`config.mk`:
```
export PLATFORM = sky130hd
export DESIGN_NAME = asa_alarm_agg
export DESIGN_NICKNAME = d
export VERILOG_FILES = /design/src/asa_pkg.sv /design/src/asa_sync.sv /design/src/asa_alarm_agg.sv
export SDC_FILE = /design/constraint.sdc
export NUM_CORES = 1
export LEC_CHECK = 0
export ABC_AREA = 1
export BUFFER_PORTS_ARGS = -buffer_cell sky130_fd_sc_hd__buf_2
export CORE_AREA = 5 5 190 192
export DETAILED_ROUTE_END_ITERATION = 8
export DIE_AREA = 0 0 195 197
export SKIP_CTS_REPAIR_TIMING = 1
export SYNTH_ARGS = -nofsm -noshare
export SYNTH_HDL_FRONTEND = slang
export SYNTH_SLANG_ARGS = --single-unit
```
`constraint.sdc`:
```
create_clock -name hclk -period 2.3 [get_ports hclk]
set_input_delay 0.345 -clock hclk [delete_from_list [all_inputs] [get_ports hclk]]
set_output_delay 0.345 -clock hclk [all_outputs]
set_load 0.05 [all_outputs]
```
`src/asa_pkg.sv`:
```
// Functional notes
// - Live bit shows alarm state at read
// - Sticky holds until host clears it
// - Sticky sets on rising and falling live
// - Alarm pin shows live or sticky, high=alarm
// - Per-pin polarity inversion option
// - Alert built from sticky bits only
// - Holdover live high while loop in holdover
// - Locked live needs loop and analog lock
// - Monitor gives offset, signal-loss, activity alarms
// - Loop entering state raises sticky; state readable
// - Each alarm: live, sticky, clear, output controls
// - Host clears one, some or all stickies
// - Block sticky also holds alert output
// - Alert negation may lag up to 200us
// - Global enable gates sticky setting of all alarm sources
// - Alert is OR of enabled sticky bits
// - Alert output polarity inversion option
// - Alert holds until all contributors cleared
// - Signal-loss pin follows live, never latched
package asa_pkg;
   localparam int NREF = 4;
   localparam int NLOOP = 5;
   localparam int SW = 3;
   localparam int NALM = 3 * NREF + 2 * NLOOP;
   localparam int NBLK = NREF + NLOOP;
   localparam int NPIN = 4;
   localparam int SYNC_W = 3 * NREF + SW * NLOOP + 1;
   localparam int CNT_W = 12;

   localparam logic [7:0] OFF_CTRL = 8'h00;
   localparam logic [7:0] OFF_LIVE = 8'h04;
   localparam logic [7:0] OFF_STICKY = 8'h08;
   localparam logic [7:0] OFF_BLK = 8'h0c;
   localparam logic [7:0] OFF_ALERT_EN = 8'h10;
   localparam logic [7:0] OFF_PIN_CFG = 8'h14;
   localparam logic [7:0] OFF_LOOP_ST = 8'h18;

   localparam int CTRL_EN_BIT = 0;
   localparam int CTRL_INV_BIT = 1;
   localparam int PIN_IDX_LSB = 0;
   localparam int PIN_STK_BIT = 5;
   localparam int PIN_INV_BIT = 6;
   localparam int PIN_EN_BIT = 7;
   localparam int PIN_CFG_W = 8;

   localparam int ALM_FREQ = 0;
   localparam int ALM_LOS = 1;
   localparam int ALM_ACT = 2;
   localparam int ALM_LOOP_BASE = 3 * NREF;
   localparam int ALM_HOLD = 0;
   localparam int ALM_LOCK = 1;

   localparam logic [SW-1:0] LOOP_ST_LOCKED = 3'h3;
   localparam logic [SW-1:0] LOOP_ST_HOLDOVER = 3'h4;

   localparam logic [1:0] CTRL_RST = 2'h0;
   localparam logic [NALM-1:0] ALERT_EN_RST = 22'h0;
   localparam logic [31:0] PIN_CFG_RST = 32'h0;

   localparam int CLK_MHZ = 20;
   localparam int ALERT_NEG_US = 200;
   localparam int ALERT_NEG_CYC = ALERT_NEG_US * CLK_MHZ;
   localparam logic [CNT_W-1:0] NEG_LAST = CNT_W'(ALERT_NEG_CYC - 1);

   typedef struct packed {
      logic hsel;
      logic [31:0] haddr;
      logic [1:0] htrans;
      logic hwrite;
      logic [2:0] hsize;
      logic [31:0] hwdata;
      logic hready;
   } asa_ahb_req_t;

   typedef struct packed {
      logic [31:0] hrdata;
      logic hreadyout;
      logic hresp;
   } asa_ahb_rsp_t;

   typedef struct packed {
      logic [SYNC_W-1:0] s1;
      logic [SYNC_W-1:0] s2;
   } asa_sync_t;

   typedef struct packed {
      logic [1:0] ctrl;
      logic [NALM-1:0] alert_en;
      logic [31:0] pin_cfg;
      logic [NALM-1:0] sticky;
      logic [NBLK-1:0] blk;
      logic [NALM-1:0] live_prev;
      logic wr_pend;
      logic [7:0] wr_addr;
      logic [31:0] rdata;
      logic [CNT_W-1:0] neg_cnt;
      logic alert;
      logic alert_out;
      logic [NPIN-1:0] pins;
   } asa_state_t;

   localparam asa_state_t ST_RST = '{ctrl: CTRL_RST, alert_en: ALERT_EN_RST, pin_cfg: PIN_CFG_RST, default: '0};
endpackage : asa_pkg

```
`src/asa_sync.sv`:
```
`timescale 1ns/1ps
module asa_sync (
   input wire logic hclk,
   input wire logic hresetn,
   input wire logic [asa_pkg::SYNC_W-1:0] d,
   output logic [asa_pkg::SYNC_W-1:0] q
);
   import asa_pkg::*;

   asa_sync_t st_q;
   asa_sync_t st_d;

   // Second stage alone reads the first one
   always_comb begin
      st_d = st_q;
      st_d.s1 = d;
      st_d.s2 = st_q.s1;
   end

   always_ff @(posedge hclk or negedge hresetn) begin
      if (!hresetn) begin
         st_q <= '0;
      end else begin
         st_q <= st_d;
      end
   end

   assign q = st_q.s2;
endmodule : asa_sync

```
`src/asa_alarm_agg.sv`:
```
`timescale 1ns/1ps
module asa_alarm_agg (
   input wire logic hclk,
   input wire logic hresetn,
   input wire asa_pkg::asa_ahb_req_t ahb_req,
   output asa_pkg::asa_ahb_rsp_t ahb_rsp,
   input wire logic [3*asa_pkg::NREF-1:0] ref_alarm,
   input wire logic [asa_pkg::SW*asa_pkg::NLOOP-1:0] loop_state,
   input wire logic apll_locked,
   output logic [asa_pkg::NPIN-1:0] alarm_pin,
   output logic alert_pin
);
   import asa_pkg::*;

   asa_state_t st_q;
   asa_state_t st_d;
   logic [SYNC_W-1:0] sync_q;
   logic [NALM-1:0] live;
   logic [NALM-1:0] chg;
   logic [NALM-1:0] set_v;
   logic [NALM-1:0] clr_v;
   logic [NBLK-1:0] blk_set;
   logic [NBLK-1:0] blk_clr;
   logic [NBLK-1:0] blk_en;
   logic addr_ok;
   logic alert_src;

   function automatic logic [NALM-1:0] blk_mask(input int b);
      logic [NALM-1:0] m;
      m = '0;
      if (b < NREF) begin
         m[3*b +: 3] = 3'h7;
      end else begin
         m[ALM_LOOP_BASE + 2*(b-NREF) +: 2] = 2'h3;
      end
      return m;
   endfunction : blk_mask

   function automatic logic [SW-1:0] loop_st(input logic [SYNC_W-1:0] v, input int l);
      return v[3*NREF + SW*l +: SW];
   endfunction : loop_st

   function automatic logic is_los(input logic [4:0] i);
      return (i < 5'(3*NREF)) && ((i % 5'd3) == 5'(ALM_LOS));
   endfunction : is_los

   function automatic logic pin_val(
      input logic [PIN_CFG_W-1:0] c,
      input logic [NALM-1:0] lv,
      input logic [NALM-1:0] stk
   );
      logic [4:0] i;
      logic b;
      i = c[PIN_IDX_LSB +: 5];
      b = 1'b0;
      if (i < 5'(NALM)) begin
         // Signal-loss alarms never use the sticky copy on a pin
         if (c[PIN_STK_BIT] && !is_los(i)) begin
            b = stk[i];
         end else begin
            b = lv[i];
         end
      end
      return c[PIN_EN_BIT] & (b ^ c[PIN_INV_BIT]);
   endfunction : pin_val

   asa_sync u_sync (
      .hclk(hclk),
      .hresetn(hresetn),
      .d({apll_locked, loop_state, ref_alarm}),
      .q(sync_q)
   );

   always_comb begin
      live = '0;
      live[3*NREF-1:0] = sync_q[3*NREF-1:0];
      for (int l = 0; l < NLOOP; l++) begin
         live[ALM_LOOP_BASE + 2*l + ALM_HOLD] = (loop_st(sync_q, l) == LOOP_ST_HOLDOVER);
         live[ALM_LOOP_BASE + 2*l + ALM_LOCK] = (loop_st(sync_q, l) == LOOP_ST_LOCKED)
            && sync_q[SYNC_W-1];
      end
   end

   always_comb begin
      st_d = st_q;
      addr_ok = ahb_req.hsel && ahb_req.htrans[1] && ahb_req.hready;
      chg = live ^ st_q.live_prev;
      // Both edges count, so a loop entering a state is seen too
      set_v = st_q.ctrl[CTRL_EN_BIT] ? chg : '0;
      clr_v = '0;
      blk_clr = '0;
      blk_set = '0;
      blk_en = '0;

      // Write data phase; registers are word wide, hsize not checked
      if (st_q.wr_pend) begin
         if (st_q.wr_addr == OFF_CTRL) begin
            st_d.ctrl = ahb_req.hwdata[1:0];
         end else if (st_q.wr_addr == OFF_STICKY) begin
            clr_v = ahb_req.hwdata[NALM-1:0];
         end else if (st_q.wr_addr == OFF_BLK) begin
            blk_clr = ahb_req.hwdata[NBLK-1:0];
         end else if (st_q.wr_addr == OFF_ALERT_EN) begin
            st_d.alert_en = ahb_req.hwdata[NALM-1:0];
         end else if (st_q.wr_addr == OFF_PIN_CFG) begin
            st_d.pin_cfg = ahb_req.hwdata;
         end
      end

      // A fresh change beats a clear landing in the same cycle
      st_d.sticky = (st_q.sticky & ~clr_v) | set_v;
      st_d.live_prev = live;

      // Block bit re-arms while any of its stickies is still up
      for (int b = 0; b < NBLK; b++) begin
         blk_set[b] = |(st_d.sticky & blk_mask(b));
         blk_en[b] = |(st_q.alert_en & blk_mask(b));
      end
      st_d.blk = (st_q.blk & ~blk_clr) | blk_set;

      alert_src = (|(st_q.sticky & st_q.alert_en)) || (|(st_q.blk & blk_en));

      // Slow release keeps a level-sensitive host from seeing bursts
      if (alert_src) begin
         st_d.alert = 1'b1;
         st_d.neg_cnt = '0;
      end else if (st_q.alert) begin
         if (st_q.neg_cnt == NEG_LAST) begin
            st_d.alert = 1'b0;
            st_d.neg_cnt = '0;
         end else begin
            st_d.neg_cnt = st_q.neg_cnt + CNT_W'(1);
         end
      end
      st_d.alert_out = st_d.alert ^ st_q.ctrl[CTRL_INV_BIT];

      for (int p = 0; p < NPIN; p++) begin
         st_d.pins[p] = pin_val(st_q.pin_cfg[PIN_CFG_W*p +: PIN_CFG_W], live, st_q.sticky);
      end

      st_d.wr_pend = addr_ok && ahb_req.hwrite;
      st_d.wr_addr = ahb_req.haddr[7:0];

      // Read data is captured at the address phase edge
      if (addr_ok && !ahb_req.hwrite) begin
         if (ahb_req.haddr[7:0] == OFF_CTRL) begin
            st_d.rdata = {30'h0, st_q.ctrl};
         end else if (ahb_req.haddr[7:0] == OFF_LIVE) begin
            st_d.rdata = {10'h0, live};
         end else if (ahb_req.haddr[7:0] == OFF_STICKY) begin
            st_d.rdata = {10'h0, st_q.sticky};
         end else if (ahb_req.haddr[7:0] == OFF_BLK) begin
            st_d.rdata = {23'h0, st_q.blk};
         end else if (ahb_req.haddr[7:0] == OFF_ALERT_EN) begin
            st_d.rdata = {10'h0, st_q.alert_en};
         end else if (ahb_req.haddr[7:0] == OFF_PIN_CFG) begin
            st_d.rdata = st_q.pin_cfg;
         end else if (ahb_req.haddr[7:0] == OFF_LOOP_ST) begin
            st_d.rdata = {17'h0, sync_q[3*NREF +: SW*NLOOP]};
         end else begin
            st_d.rdata = 32'h0;
         end
      end
   end

   always_ff @(posedge hclk or negedge hresetn) begin
      if (!hresetn) begin
         st_q <= ST_RST;
      end else begin
         st_q <= st_d;
      end
   end

   assign ahb_rsp.hrdata = st_q.rdata;
   assign ahb_rsp.hreadyout = 1'b1;
   assign ahb_rsp.hresp = 1'b0;
   assign alarm_pin = st_q.pins;
   assign alert_pin = st_q.alert_out;
endmodule : asa_alarm_agg

```
## Word-level counts from Yosys, hierarchy flattened

Index checks and enable logic that the tools add are counted.

| cells by class | value |
|---|---|
| $add $sub $neg | 1 |
| div/mod/pow operators | 4 |
| magnitude comparators | 12 |
| equality and inequality tests | 25 |
| muxes and demuxes | 43 |
| bitwise logic cells | 22 |
| reductions and logical operators | 49 |

Operators by type and width:

| cell | count |
|---|---|
| 32-bit two-way mux | 6 |
| 22-bit two-way mux | 4 |
| 22-bit AND | 2 |
| 1-bit binary-select mux with 5-bit select | 8 |
| 8-bit by 5-bit equality test with 1-bit output, second input constant | 5 |
| 9-bit two-way mux | 4 |
| 8-bit by 4-bit equality test with 1-bit output, second input constant | 4 |
| 13-bit two-way mux | 2 |
| 5-bit by 6-bit < comparator with 1-bit output, second input constant | 4 |
| 3-bit OR reduction | 8 |
| 22-bit NOT | 1 |
| 22-bit bitwise OR | 1 |
| 22-bit OR reduction | 1 |
| 22-bit XOR | 1 |
| 5-bit by 1-bit equality test with 1-bit output, second input constant | 4 |
| 5-bit by 4-bit < comparator with 1-bit output, second input constant | 4 |
| 5-bit < comparator, second input constant | 4 |
| 5-bit by 2-bit remainder unit with 5-bit output, second input constant | 4 |
| 2-bit OR reduction | 10 |
| 9-bit AND | 2 |
| 1-bit logical AND | 17 |
| 1-bit two-way mux | 17 |
| 8-bit zero test | 2 |
| 3-bit by 2-bit equality test with 1-bit output, second input constant | 5 |
| other kinds (18) | 36 |

| word-level totals | value |
|---|---|
| flip-flop bits (word level) | 224 |
| bits of input ports | 102 |
| output and inout bits | 39 |
| logic and storage cells | 171 |

## Depth between registers and ports, before layout

Gate-level depths: netlist of run 1.

| depth | value |
|---|---|
| word-level depth | 9 |
| depth in mapped cells | 24 |
| mapped depth without buffers | 24 |

## By module

Synthesis of run 1 repeated with hierarchy kept, for this count alone.

| unflattened totals | value |
|---|---|
| cell total of the unflattened synthesis | 1521 |
| area, all modules | 12042.8 um2 |

Modules (own cells, without submodules):

| module | times used | cells an instance | area an instance (um2) |
|---|---|---|---|
| asa_alarm_agg | 1 | 1465 | 10641.5 |
| asa_sync | 1 | 56 | 1401.3 |

## Worst setup path before layout of run 1

OpenSTA, ideal clock, no wires.

| path | value |
|---|---|
| kind | reg-to-reg |
| start point | register st_q[123] in the netlist's numbering |
| end point | register st_q (netlist bit alarm_pin[1]) |
| library setup time | 0.119 ns |
| data arrival time | 2.427 ns |
| required time | 2.181 ns |
| slack | -0.246 ns |
| cell stages (with the launch flop) | 22 |
| buffers on the path | 1 |
| cells stage by stage | dfrtp_1 dlygate4sd1_1 ha_1 inv_1 nand2_2 nand2_1 nand2_2 o21ai_1 clkinv_1 o21ai_2 nand2_1 nand2_1 inv_1 ha_1 nand2_1 nand3_1 a21oi_2 nand2_1 nand2_1 nand2_1 a21oi_1 nor2_1 |

RTL lines:

| item | line | source |
|---|---|---|
| from (decl) | asa_alarm_agg.sv:15 | `asa_state_t st_q;` |
| from (signal assigned) | asa_alarm_agg.sv:170 | `st_q <= st_d;` |

==> impl_metrics.env, run 1 <==
export IMPL_reg2regPathDepth=20
export IMPL_die_y_um=197
export IMPL_synth_cell_types=50
export IMPL_cp_required_ns=2.71
export IMPL_vias_per_cell=5.23
export IMPL_cts_sink_count=224
export IMPL_gp_congestion=0.961
export IMPL_grt_max_degree=65
export IMPL_p_leak_uw=0.00727
export IMPL_io_pins=141
export IMPL_dr_pass1_iters=5
export IMPL_hold_depth=3
export IMPL_power_uw=9070
export IMPL_max_cap_violations=0
export IMPL_cts_tree="built"
export IMPL_worstReg2RegEnd="alarm_pin[3]$_DFF_PN0_"
export IMPL_fmaxAchievable_mhz=411
export IMPL_ys_warn_count=0
export IMPL_utilization_pct=43.7
export IMPL_synth_edf_count=0
export IMPL_drt_wirelength_per_cell_um=19.2
export IMPL_rsz0062_at_grt="true"
export IMPL_dp_cells=2082
export IMPL_p_switching_uw=2370
export IMPL_seqPwrFrac_pct=45.7
export IMPL_maxSlewHeadroom_pct=54.7
export IMPL_swShare_pct=26.2
export IMPL_mappedNetlistArea_mm2=0.0118
export IMPL_cp_max_fo=3
export IMPL_violations="setup timing"
export IMPL_p_per_area_mw_per_mm2=606
export IMPL_max_slew_worst_pin_slew_ns=0.680
export IMPL_dieArea_mm2=0.0384
export IMPL_area_growth_pct=27.1
export IMPL_ant_nets=0
export IMPL_path_clk_slew_ns=0.06
export IMPL_synthCells=1493
export IMPL_multi_input_area_mm2=0.00516
export IMPL_routed_via_count=11400
export IMPL_drv_slew=0
export IMPL_finalCriticalPeriod_ns=2.44
export IMPL_outcome="complete, but fails checks"
export IMPL_dp_slack_ns=-0.225
export IMPL_numCtsBuffers=25
export IMPL_p_int_uw=6690
export IMPL_clock_root_buffer="clkbuf_16"
export IMPL_start_kind="flop"
export IMPL_hp_class="in2reg"
export IMPL_skew_ns=0.0181
export IMPL_finalHoldViolCount=0
export IMPL_drc=0
export IMPL_final_common_cell="o21ai_0"
export IMPL_whs_endpoint="st_q[58]$_DFF_PN0_"
export IMPL_initial_utilization_pct=34.4
export IMPL_clkPwrFrac_pct=43.6
export IMPL_core_mm2=0.0342
export IMPL_grt_pass1_vias=10700
export IMPL_drtIter0Drc=1092
export IMPL_final_cell_mix="o21ai_0 (244), nand2_1 (236), dfrtp_1 (224), inv_1 (183), buf_4 (129)"
export IMPL_nets=1815
export IMPL_synth_area_per_cell_um2=7.88
export IMPL_clk_path_buf_depth=3
export IMPL_stdcell_count=2174
export IMPL_grt_antenna_before_repair=0
export IMPL_crit_type="reg2reg"
export IMPL_ys_flop_type="dfrtp_1"
export IMPL_seq_area_frac_synth_pct=47.6
export IMPL_grt_first_pass_wirelength_mm=62.8
export IMPL_fill_cells=3456
export IMPL_reg2reg_slack_ns=-0.14
export IMPL_syn_num_nets=1607
export IMPL_worstSkewPairLatency_ns=0.53
export IMPL_fin_ws_ns=-0.136
export IMPL_dp_hpwl_mm=30.3
export IMPL_regArea_mm2=0.00561
export IMPL_num_rows=68
export IMPL_drive_above_1_share_pct=23.0
export IMPL_grt_overflow_total=0
export IMPL_r2r_start="st_q[139]$_DFFE_PN0P_"
export IMPL_synth_seq_cells=224
export IMPL_peakVddDrop_uv=583
export IMPL_combinationalPowerShare_pct=10.7
export IMPL_hp_start="ahb_req[36]"
export IMPL_critPathArrivalTime_ns=2.85
export IMPL_antenna_cells=0
export IMPL_die_w_um=195
export IMPL_synth_async_reset_ratio_pct=100
export IMPL_end_kind="flop"
export IMPL_setup_violations=3
export IMPL_cts_max_level=1
export IMPL_portBuffers=110
export IMPL_finalWirelength_mm=41.7
export IMPL_min_period_over_period_pct=106
export IMPL_grt_util_all_layers_pct=20.8
power by group through the flow:
stage               registers [uW]  logic [uW]  clock network [uW]
floorplan                     4180         498                   0
global placement              4210         847                   0
detailed placement            4210         863                   0
CTS                           4140         866                4020
global route                  4150        1090                4200
finish                        4140         970                3950
synth_stat cells (all sizes together), types with 2 or more instances:
cell type | count | area share [%]
a22o | 2 | 0.15
nor4 | 6 | 0.37
or2 | 8 | 0.43
nand3 | 70 | 3.1
ha | 12 | 1.3
o221ai | 6 | 0.45
o21ai | 256 | 11
conb | 2 | 0.064
a221oi | 12 | 0.89
o2111ai | 2 | 0.15
a211oi | 4 | 0.26
a32o | 3 | 0.26
clkinv | 4 | 0.13
clkbuf | 53 | 1.7
nand2 | 272 | 8.8
a21oi | 116 | 5.0
nor3 | 12 | 0.51
buf | 49 | 2.9
o211ai | 11 | 0.70
nor2 | 87 | 2.8
inv | 199 | 6.3
o22ai | 21 | 1.1
a31oi | 7 | 0.37
o31ai | 5 | 0.32
and2 | 2 | 0.11
nand4 | 14 | 0.74
nand3b | 5 | 0.32
dfrtp | 224 | 48
a32oi | 13 | 0.97
xor2 | 7 | 0.52
registers in the layout (all words and copies together) (netlist names):
name,flops
alarm_pin,4
u_sync.q,28
u_sync.st_d,28
ahb_rsp,32
alert_pin,1
st_q,131
kinds of logic after synthesis:
group	count (synthesis)	synth area share [%]
buf+inv	306	11.2
fa+ha+maj	12	1.28
simple gates	478	17.3
flops	224	47.6
other cells	2	0.0638
xor+xnor	7	0.521
compound gates	464	22.0
worst max-delay path: stages, from the launching register on:
cell	delay, ns
dfrtp_1	0.39
inv_2	0.07
nor2_4	0.12
nand3_2	0.09
buf_4	0.14
nand3_1	0.07
nand2_2	0.07
nand2_1	0.06
nand2_1	0.06
inv_1	0.08
nor2_1	0.05
ha_1	0.22
xor2_2	0.19
a21oi_1	0.18
nand2_1	0.07
nand2_1	0.05
nand2_1	0.07
nand2_1	0.10
nand2_2	0.07
a21oi_2	0.13
nor2_1	0.05
how the worst max path moves through the flow:
stage | startpoint | endpoint | cells past startpoint
floorplan | st_q[132]$_DFFE_PN0P_ | alarm_pin[2]$_DFF_PN0_ | 18
global placement | ahb_req[46] | ahb_rsp[13]$_DFFE_PN0P_ | 9
detailed placement | st_q[131]$_DFFE_PN0P_ | alarm_pin[2]$_DFF_PN0_ | 18
CTS | st_q[131]$_DFFE_PN0P_ | alarm_pin[2]$_DFF_PN0_ | 18
global route | st_q[139]$_DFFE_PN0P_ | alarm_pin[3]$_DFF_PN0_ | 22
finish | st_q[139]$_DFFE_PN0P_ | alarm_pin[3]$_DFF_PN0_ | 20
metrics by stage:
stage	cell area, um^2	hold WS, ns	TNS, ns
floorplan	11800	0.0494	-0.260
global placement	13400	0.294	-0.683
detailed placement	13400	0.293	-0.992
CTS	14200	-0.272	-0.669
global route	15000	0.0300	-1.09
finish	15000	0.0357	-0.305
area by class of cell:
class,instances,share of cell area [%]
tap,455,3.81
multi-input combinational,963,34.5
inverter,203,5.10
clock buffer,32,4.42
clock inverter,13,0.920
sequential,224,37.5
timing repair buffer,284,13.8
layer usage:
layer  up-vias  wire length [um]  GRT usage (%)
met5         -                 0              0
met4         0              1530           7.34
met3        96              2760           2.80
met2       444             20000           34.7
met1      5429             17400           27.8
li1       5392                 -              -
No activity file was read; power rests on OpenSTA's default activity.
==> inputs of run 2 (changes only) <==
Settings changed: GPL_ROUTABILITY_DRIVEN set to 0, MAX_ROUTING_LAYER set to met4.
Clock period 2.3 ns to 2.5 ns, I/O delays scaled along.
==> run 2 against run 1 <==
The flow now finishes without violations. Total power decreased by 1.7%. Critical path depth increased by 2. Largest power group is now clock. Clock power increased by 7.3%. Sequential share of layout area increased by 0.60 points. Combinational power decreased by 12%. First-iteration DRC count decreased by 5.5%.
==> impl_metrics.env, run 2 (same netlist as run 1, synthesis figures left out) <==
export IMPL_outcome="finished, final reports clean"
export IMPL_ant_nets=0
export IMPL_cts_tree="built"
export IMPL_dp_cells=2052
export IMPL_max_cap_violations=0
export IMPL_fill_cells=3392
export IMPL_skew_ns=0.00991
export IMPL_p_leak_uw=0.00716
export IMPL_finalHoldViolCount=0
export IMPL_path_clk_slew_ns=0.07
export IMPL_swShare_pct=24.8
export IMPL_dr_wl_met2_mm=18.7
export IMPL_die_y_um=197
export IMPL_max_slew_worst_pin_slew_ns=0.662
export IMPL_path_cells="inv_2, nor2_4, nand3_2, nand2_2, nand2_2, nand2_4, nand2_2, nand2_2, inv_2, o21ai_2, nand2_1, nand2_2, inv_2, ha_4, nand2_2, nand3_2, a21oi_2, nand2_1, nand3_1, nand3_2, nand2_1, nor2_1"
export IMPL_hp_start="ahb_req[41]"
export IMPL_finalWirelength_mm=40.1
export IMPL_fin_ws_ns=0.0144
export IMPL_cts_sink_count=224
export IMPL_wl_met3_mm=3.21
export IMPL_cts_max_level=1
export IMPL_p_int_uw=6700
export IMPL_min_period_over_period_pct=99.4
export IMPL_dp_hpwl_mm=28.8
export IMPL_clkPwrFrac_pct=47.6
export IMPL_cp_required_ns=2.92
export IMPL_dp_slack_ns=-0.0774
export IMPL_grt_first_pass_wirelength_mm=60.7
export IMPL_regMostFlops="st_q"
export IMPL_reg2regPathDepth=22
export IMPL_dieArea_mm2=0.0384
export IMPL_crit_type="reg2reg"
export IMPL_nets=1779
export IMPL_largest_reg_flops=131
export IMPL_crit_top_cell="nand2_2"
export IMPL_clock_root_buffer="clkbuf_16"
export IMPL_finalCriticalPeriod_ns=2.49
export IMPL_routed_via_count=11400
export IMPL_portBuffers=110
export IMPL_grt_overflow_total=0
export IMPL_slowest_stage="dfrtp_1"
export IMPL_critical_path_buf_inv_count=3
export IMPL_num_rows=68
export IMPL_fmaxAchievable_mhz=402
export IMPL_p_switching_uw=2210
export IMPL_core_mm2=0.0342
export IMPL_rsz0062_at_grt="true"
export IMPL_critPathArrivalTime_ns=2.91
export IMPL_hold_depth=1
export IMPL_worstSkewPairLatency_ns=0.53
export IMPL_grt_pass1_vias=10700
export IMPL_grt_max_degree=72
export IMPL_wl_met1_mm=16.2
export IMPL_drt_wirelength_per_cell_um=18.8
export IMPL_cp_depth=22
export IMPL_drv_slew=0
export IMPL_vias_per_cell=5.31
export IMPL_p_per_area_mw_per_mm2=605
export IMPL_clk_path_buf_depth=3
export IMPL_crit_start="st_q[123]$_DFFE_PN0P_"
export IMPL_cp_max_fo=5
export IMPL_area_growth_pct=25.2
export IMPL_critPathMaxStageDelay_ns=0.42
export IMPL_crit_family="simple AND/OR/NAND/NOR gates"
export IMPL_grt_antenna_before_repair=0
export IMPL_drc=0
export IMPL_hp_class="in2reg"
export IMPL_setup_violations=0
export IMPL_peakVddDrop_uv=524
export IMPL_drtIter0Drc=1032
export IMPL_start_kind="flop"
export IMPL_initial_utilization_pct=34.4
export IMPL_die_w_um=195
export IMPL_numCtsBuffers=25
export IMPL_final_cell_mix="nand2_1 (245), o21ai_0 (245), dfrtp_1 (223), inv_1 (184), a21oi_1 (111)"
export IMPL_io_pins=141
export IMPL_end_kind="flop"
export IMPL_combinationalPowerShare_pct=9.6
export IMPL_stdcell_count=2137
export IMPL_maxSlewHeadroom_pct=55.9
export IMPL_grt_util_all_layers_pct=20.3
export IMPL_antenna_cells=0
export IMPL_seqPwrFrac_pct=42.8
export IMPL_r2r_start="st_q[123]$_DFFE_PN0P_"
export IMPL_routed_top_layer="met4"
export IMPL_dr_pass1_iters=5
export IMPL_drive_above_1_share_pct=20.7
export IMPL_fin_hold_ws_ns=0.0184
## run 2: area by class of cell
class                      count  area, um^2  share of cell area, %
timing repair buffer         248        1720                   11.7
inverter                     203         763                   5.18
clock buffer                  29         671                   4.55
sequential                   224        5610                   38.1
multi-input combinational    963        5120                   34.8
tap                          455         569                   3.87
clock inverter                15         275                   1.87
## run 2: metal layers
| metal | track usage [%] | vias to the layer above |
|---|---|---|
| met3 | 2.50 | 144 |
| met2 | 32.1 | 537 |
| met4 | 8.51 | 0 |
| met5 | - | - |
| met1 | 26.7 | 5366 |
| li1 | - | 5310 |
## run 2: power groups by stage
stage                     Sequential [uW]  Clock (uW)  Combinational [uW]
after global placement               3880           0                 736
after floorplan                      3850           0                 455
after detailed placement             3880           0                 752
final                                3820        4240                 852
after global routing                 3830        4430                 948
after CTS                            3810        4300                 754
## run 2: metrics by stage
stage	utilization (%)	area (um^2)	TNS [ns]	power (uW)
global route	43.1	14700	-0.548	9210
detailed placement	38.4	13100	-0.509	4630
finish	43.1	14700	0	8910
floorplan	-	11800	0	4300
CTS	41.2	14100	-0.132	8860
global placement	38.4	13100	-0.00808	4610
## run 2: final timing paths
kind	endpoint	slack, ns
worst max-delay path	alarm_pin[1]$_DFF_PN0_	0.01
worst min-delay path	st_q[52]$_DFF_PN0_	0.02
worst max register to register	alarm_pin[1]$_DFF_PN0_	0.01
worst min register to register	u_sync.q[17]$_DFF_PN0_	0.35
max in group asynchronous	ahb_rsp[32]$_DFFE_PN0P_	1.41
min in group asynchronous	u_sync.st_d[2]$_DFF_PN0_	0.41
==> inputs of run 3 (changes only) <==
Settings changed: SETUP_SLACK_MARGIN set to 0.02.
==> run 3 against run 2 <==
Via count fell by 0.18%. Sequential cell count stayed put. Design area is 0.95% lower. Clock skew is 0.0080 ns higher. Register-to-register slack is essentially flat. Total power decreased by 8.9%. Worst hold slack worse by 0.00069 ns.
==> impl_metrics.env, run 3 (same netlist as run 1, synthesis figures left out) <==
export IMPL_portBuffers=110
export IMPL_final_cell_mix="nand2_1 (246), o21ai_0 (246), dfrtp_1 (222), inv_1 (186), a21oi_1 (110)"
export IMPL_maxSlewHeadroom_pct=55.1
export IMPL_routed_top_layer="met4"
export IMPL_die_w_um=195
export IMPL_initial_utilization_pct=34.4
export IMPL_drc=0
export IMPL_core_mm2=0.0342
export IMPL_finalCriticalPeriod_ns=2.47
export IMPL_routed_via_count=11300
export IMPL_finalHoldViolCount=0
export IMPL_combinationalPowerShare_pct=10.5
export IMPL_drv_slew=0
export IMPL_grt_util_all_layers_pct=20.2
export IMPL_cts_tree="built"
export IMPL_power_uw=8120
export IMPL_fill_cells=3404
export IMPL_reg2regPathDepth=18
export IMPL_clkPwrFrac_pct=42.5
export IMPL_crit_start="st_q[131]$_DFFE_PN0P_"
export IMPL_outcome="finished, final reports clean"
export IMPL_worstReg2RegEnd="alarm_pin[2]$_DFF_PN0_"
export IMPL_slowest_stage="dfrtp_1"
export IMPL_nets=1785
export IMPL_peakVddDrop_uv=542
export IMPL_clock_root_buffer="clkbuf_16"
export IMPL_ant_nets=0
export IMPL_vias_per_cell=5.29
export IMPL_dr_wl_met2_mm=18.6
export IMPL_grt_max_degree=65
export IMPL_worstSkewPairLatency_ns=0.52
export IMPL_cts_max_level=1
export IMPL_largest_reg_flops=131
export IMPL_grt_pass1_vias=10600
export IMPL_hold_depth=1
export IMPL_start_kind="flop"
export IMPL_p_leak_uw=0.00712
export IMPL_wl_met1_mm=16.1
export IMPL_hp_class="in2reg"
export IMPL_min_period_over_period_pct=98.9
export IMPL_drt_wirelength_per_cell_um=18.6
export IMPL_grt_first_pass_wirelength_mm=60.4
export IMPL_drive_above_1_share_pct=20.8
export IMPL_critPathCapture="alarm_pin[2]$_DFF_PN0_"
export IMPL_max_cap_violations=0
export IMPL_cp_required_ns=2.94
export IMPL_drtIter0Drc=1328
export IMPL_fmaxAchievable_mhz=405
export IMPL_area_growth_pct=24.0
export IMPL_swShare_pct=25.7
export IMPL_num_rows=68
export IMPL_p_per_area_mw_per_mm2=557
export IMPL_p_int_uw=6030
export IMPL_dieArea_mm2=0.0384
export IMPL_numCtsBuffers=23
export IMPL_clk_path_buf_depth=3
export IMPL_path_cells="nor2_4, inv_2, a21oi_2, nand2_1, o21ai_2, nand2_1, o21ai_1, inv_1, ha_4, nor3_2, nand3b_1, a211oi_2, nand2_1, nand2_1, nand2_1, nand2_2, o21ai_2, a21oi_2"
export IMPL_crit_type="reg2reg"
export IMPL_setup_violations=0
export IMPL_utilization_pct=42.7
export IMPL_end_kind="flop"
export IMPL_reg2reg_slack_ns=0.03
export IMPL_critPathArrivalTime_ns=2.92
export IMPL_cts_sink_count=224
export IMPL_antenna_cells=0
export IMPL_timing_setup_tns_ns=0
export IMPL_cp_max_fo=4
export IMPL_die_y_um=197
export IMPL_p_switching_uw=2080
export IMPL_grt_overflow_total=0
export IMPL_grt_antenna_before_repair=0
export IMPL_seqPwrFrac_pct=47.0
export IMPL_io_pins=141
export IMPL_dr_pass1_iters=6
export IMPL_finalWirelength_mm=39.8
export IMPL_rsz0062_at_grt="true"
export IMPL_path_clk_slew_ns=0.06
export IMPL_dp_hpwl_mm=28.7
export IMPL_critPathMaxStageDelay_ns=0.43
export IMPL_skew_ns=0.0179
export IMPL_regMostFlops="st_q"
export IMPL_wl_met3_mm=3.32
export IMPL_max_slew_worst_pin_slew_ns=0.673
export IMPL_crit_top_cell="nand2_1"
export IMPL_r2r_start="st_q[131]$_DFFE_PN0P_"
-- run 3: changes by cell type in the layout (fill, tap and decap cells not counted), moves of 3 or more --
cell	delta
buf_4	+9
bufinv_16	-5
clkinv_2	+5
inv_2	-3
inv_6	-3
nor2_2	+3
-- run 3: worst min-delay path by stage --
stage,startpoint,to,slack (ns)
after floorplan,hresetn,ahb_rsp[10]$_DFFE_PN0P_,0.08
after global placement,hresetn,u_sync.st_d[0]$_DFF_PN0_,0.32
after detailed placement,hresetn,u_sync.st_d[0]$_DFF_PN0_,0.32
after CTS,hresetn,u_sync.st_d[0]$_DFF_PN0_,-0.23
after global routing,ahb_req[41],st_q[52]$_DFF_PN0_,0.01
final,ahb_req[41],st_q[52]$_DFF_PN0_,0.02
-- run 3: worst max-delay path, delay by kind of cell (launching register included) --
| kind | cells | cell delay (ns) |
|---|---|---|
| AND/OR/NAND/NOR | 9 | 0.81 |
| AO/OA/AOI/OAI | 6 | 0.76 |
| flip-flops | 1 | 0.43 |
| adder cells (fa/ha/maj) | 1 | 0.25 |
| buffers and inverters | 2 | 0.15 |
-- run 3: power groups by stage --
stage / clock network, uW / registers (uW) / logic (uW)
after CTS: 3520 / 3810 / 751
after detailed placement: 0 / 3880 / 745
after global routing: 3670 / 3820 / 947
final: 3450 / 3820 / 849
after floorplan: 0 / 3850 / 455
after global placement: 0 / 3880 / 733
-- run 3: layer usage --
| layer | vias up | track usage (%) |
|---|---|---|
| li1 | 5323 | - |
| met4 | 0 | 8.09 |
| met1 | 5335 | 26.0 |
| met3 | 125 | 2.56 |
| met2 | 554 | 32.6 |
| met5 | - | - |
-- run 3: layout make-up --
| type | instances | area (um^2) | area share [%] |
|---|---|---|---|
| well taps | 455 | 569 | 3.90 |
| clock inverters | 12 | 124 | 0.849 |
| flip-flops and latches | 224 | 5610 | 38.4 |
| clock buffers | 29 | 628 | 4.31 |
| multi-input cells | 963 | 5120 | 35.1 |
| repair buffers | 256 | 1770 | 12.1 |
| inverters | 203 | 766 | 5.25 |
-- run 3: metrics by stage --
step / area [um^2] / hold slack, ns / setup slack, ns / instances
finish: 14600 / 0.0177 / 0.0279 / 2142
global route: 14600 / 0.0135 / -0.232 / 2142
CTS: 13900 / -0.227 / -0.163 / 2091
detailed placement: 13100 / 0.321 / -0.155 / 2050
global placement: 13100 / 0.321 / -0.122 / 2050
floorplan: 11800 / 0.0794 / 0.0307 / 1493
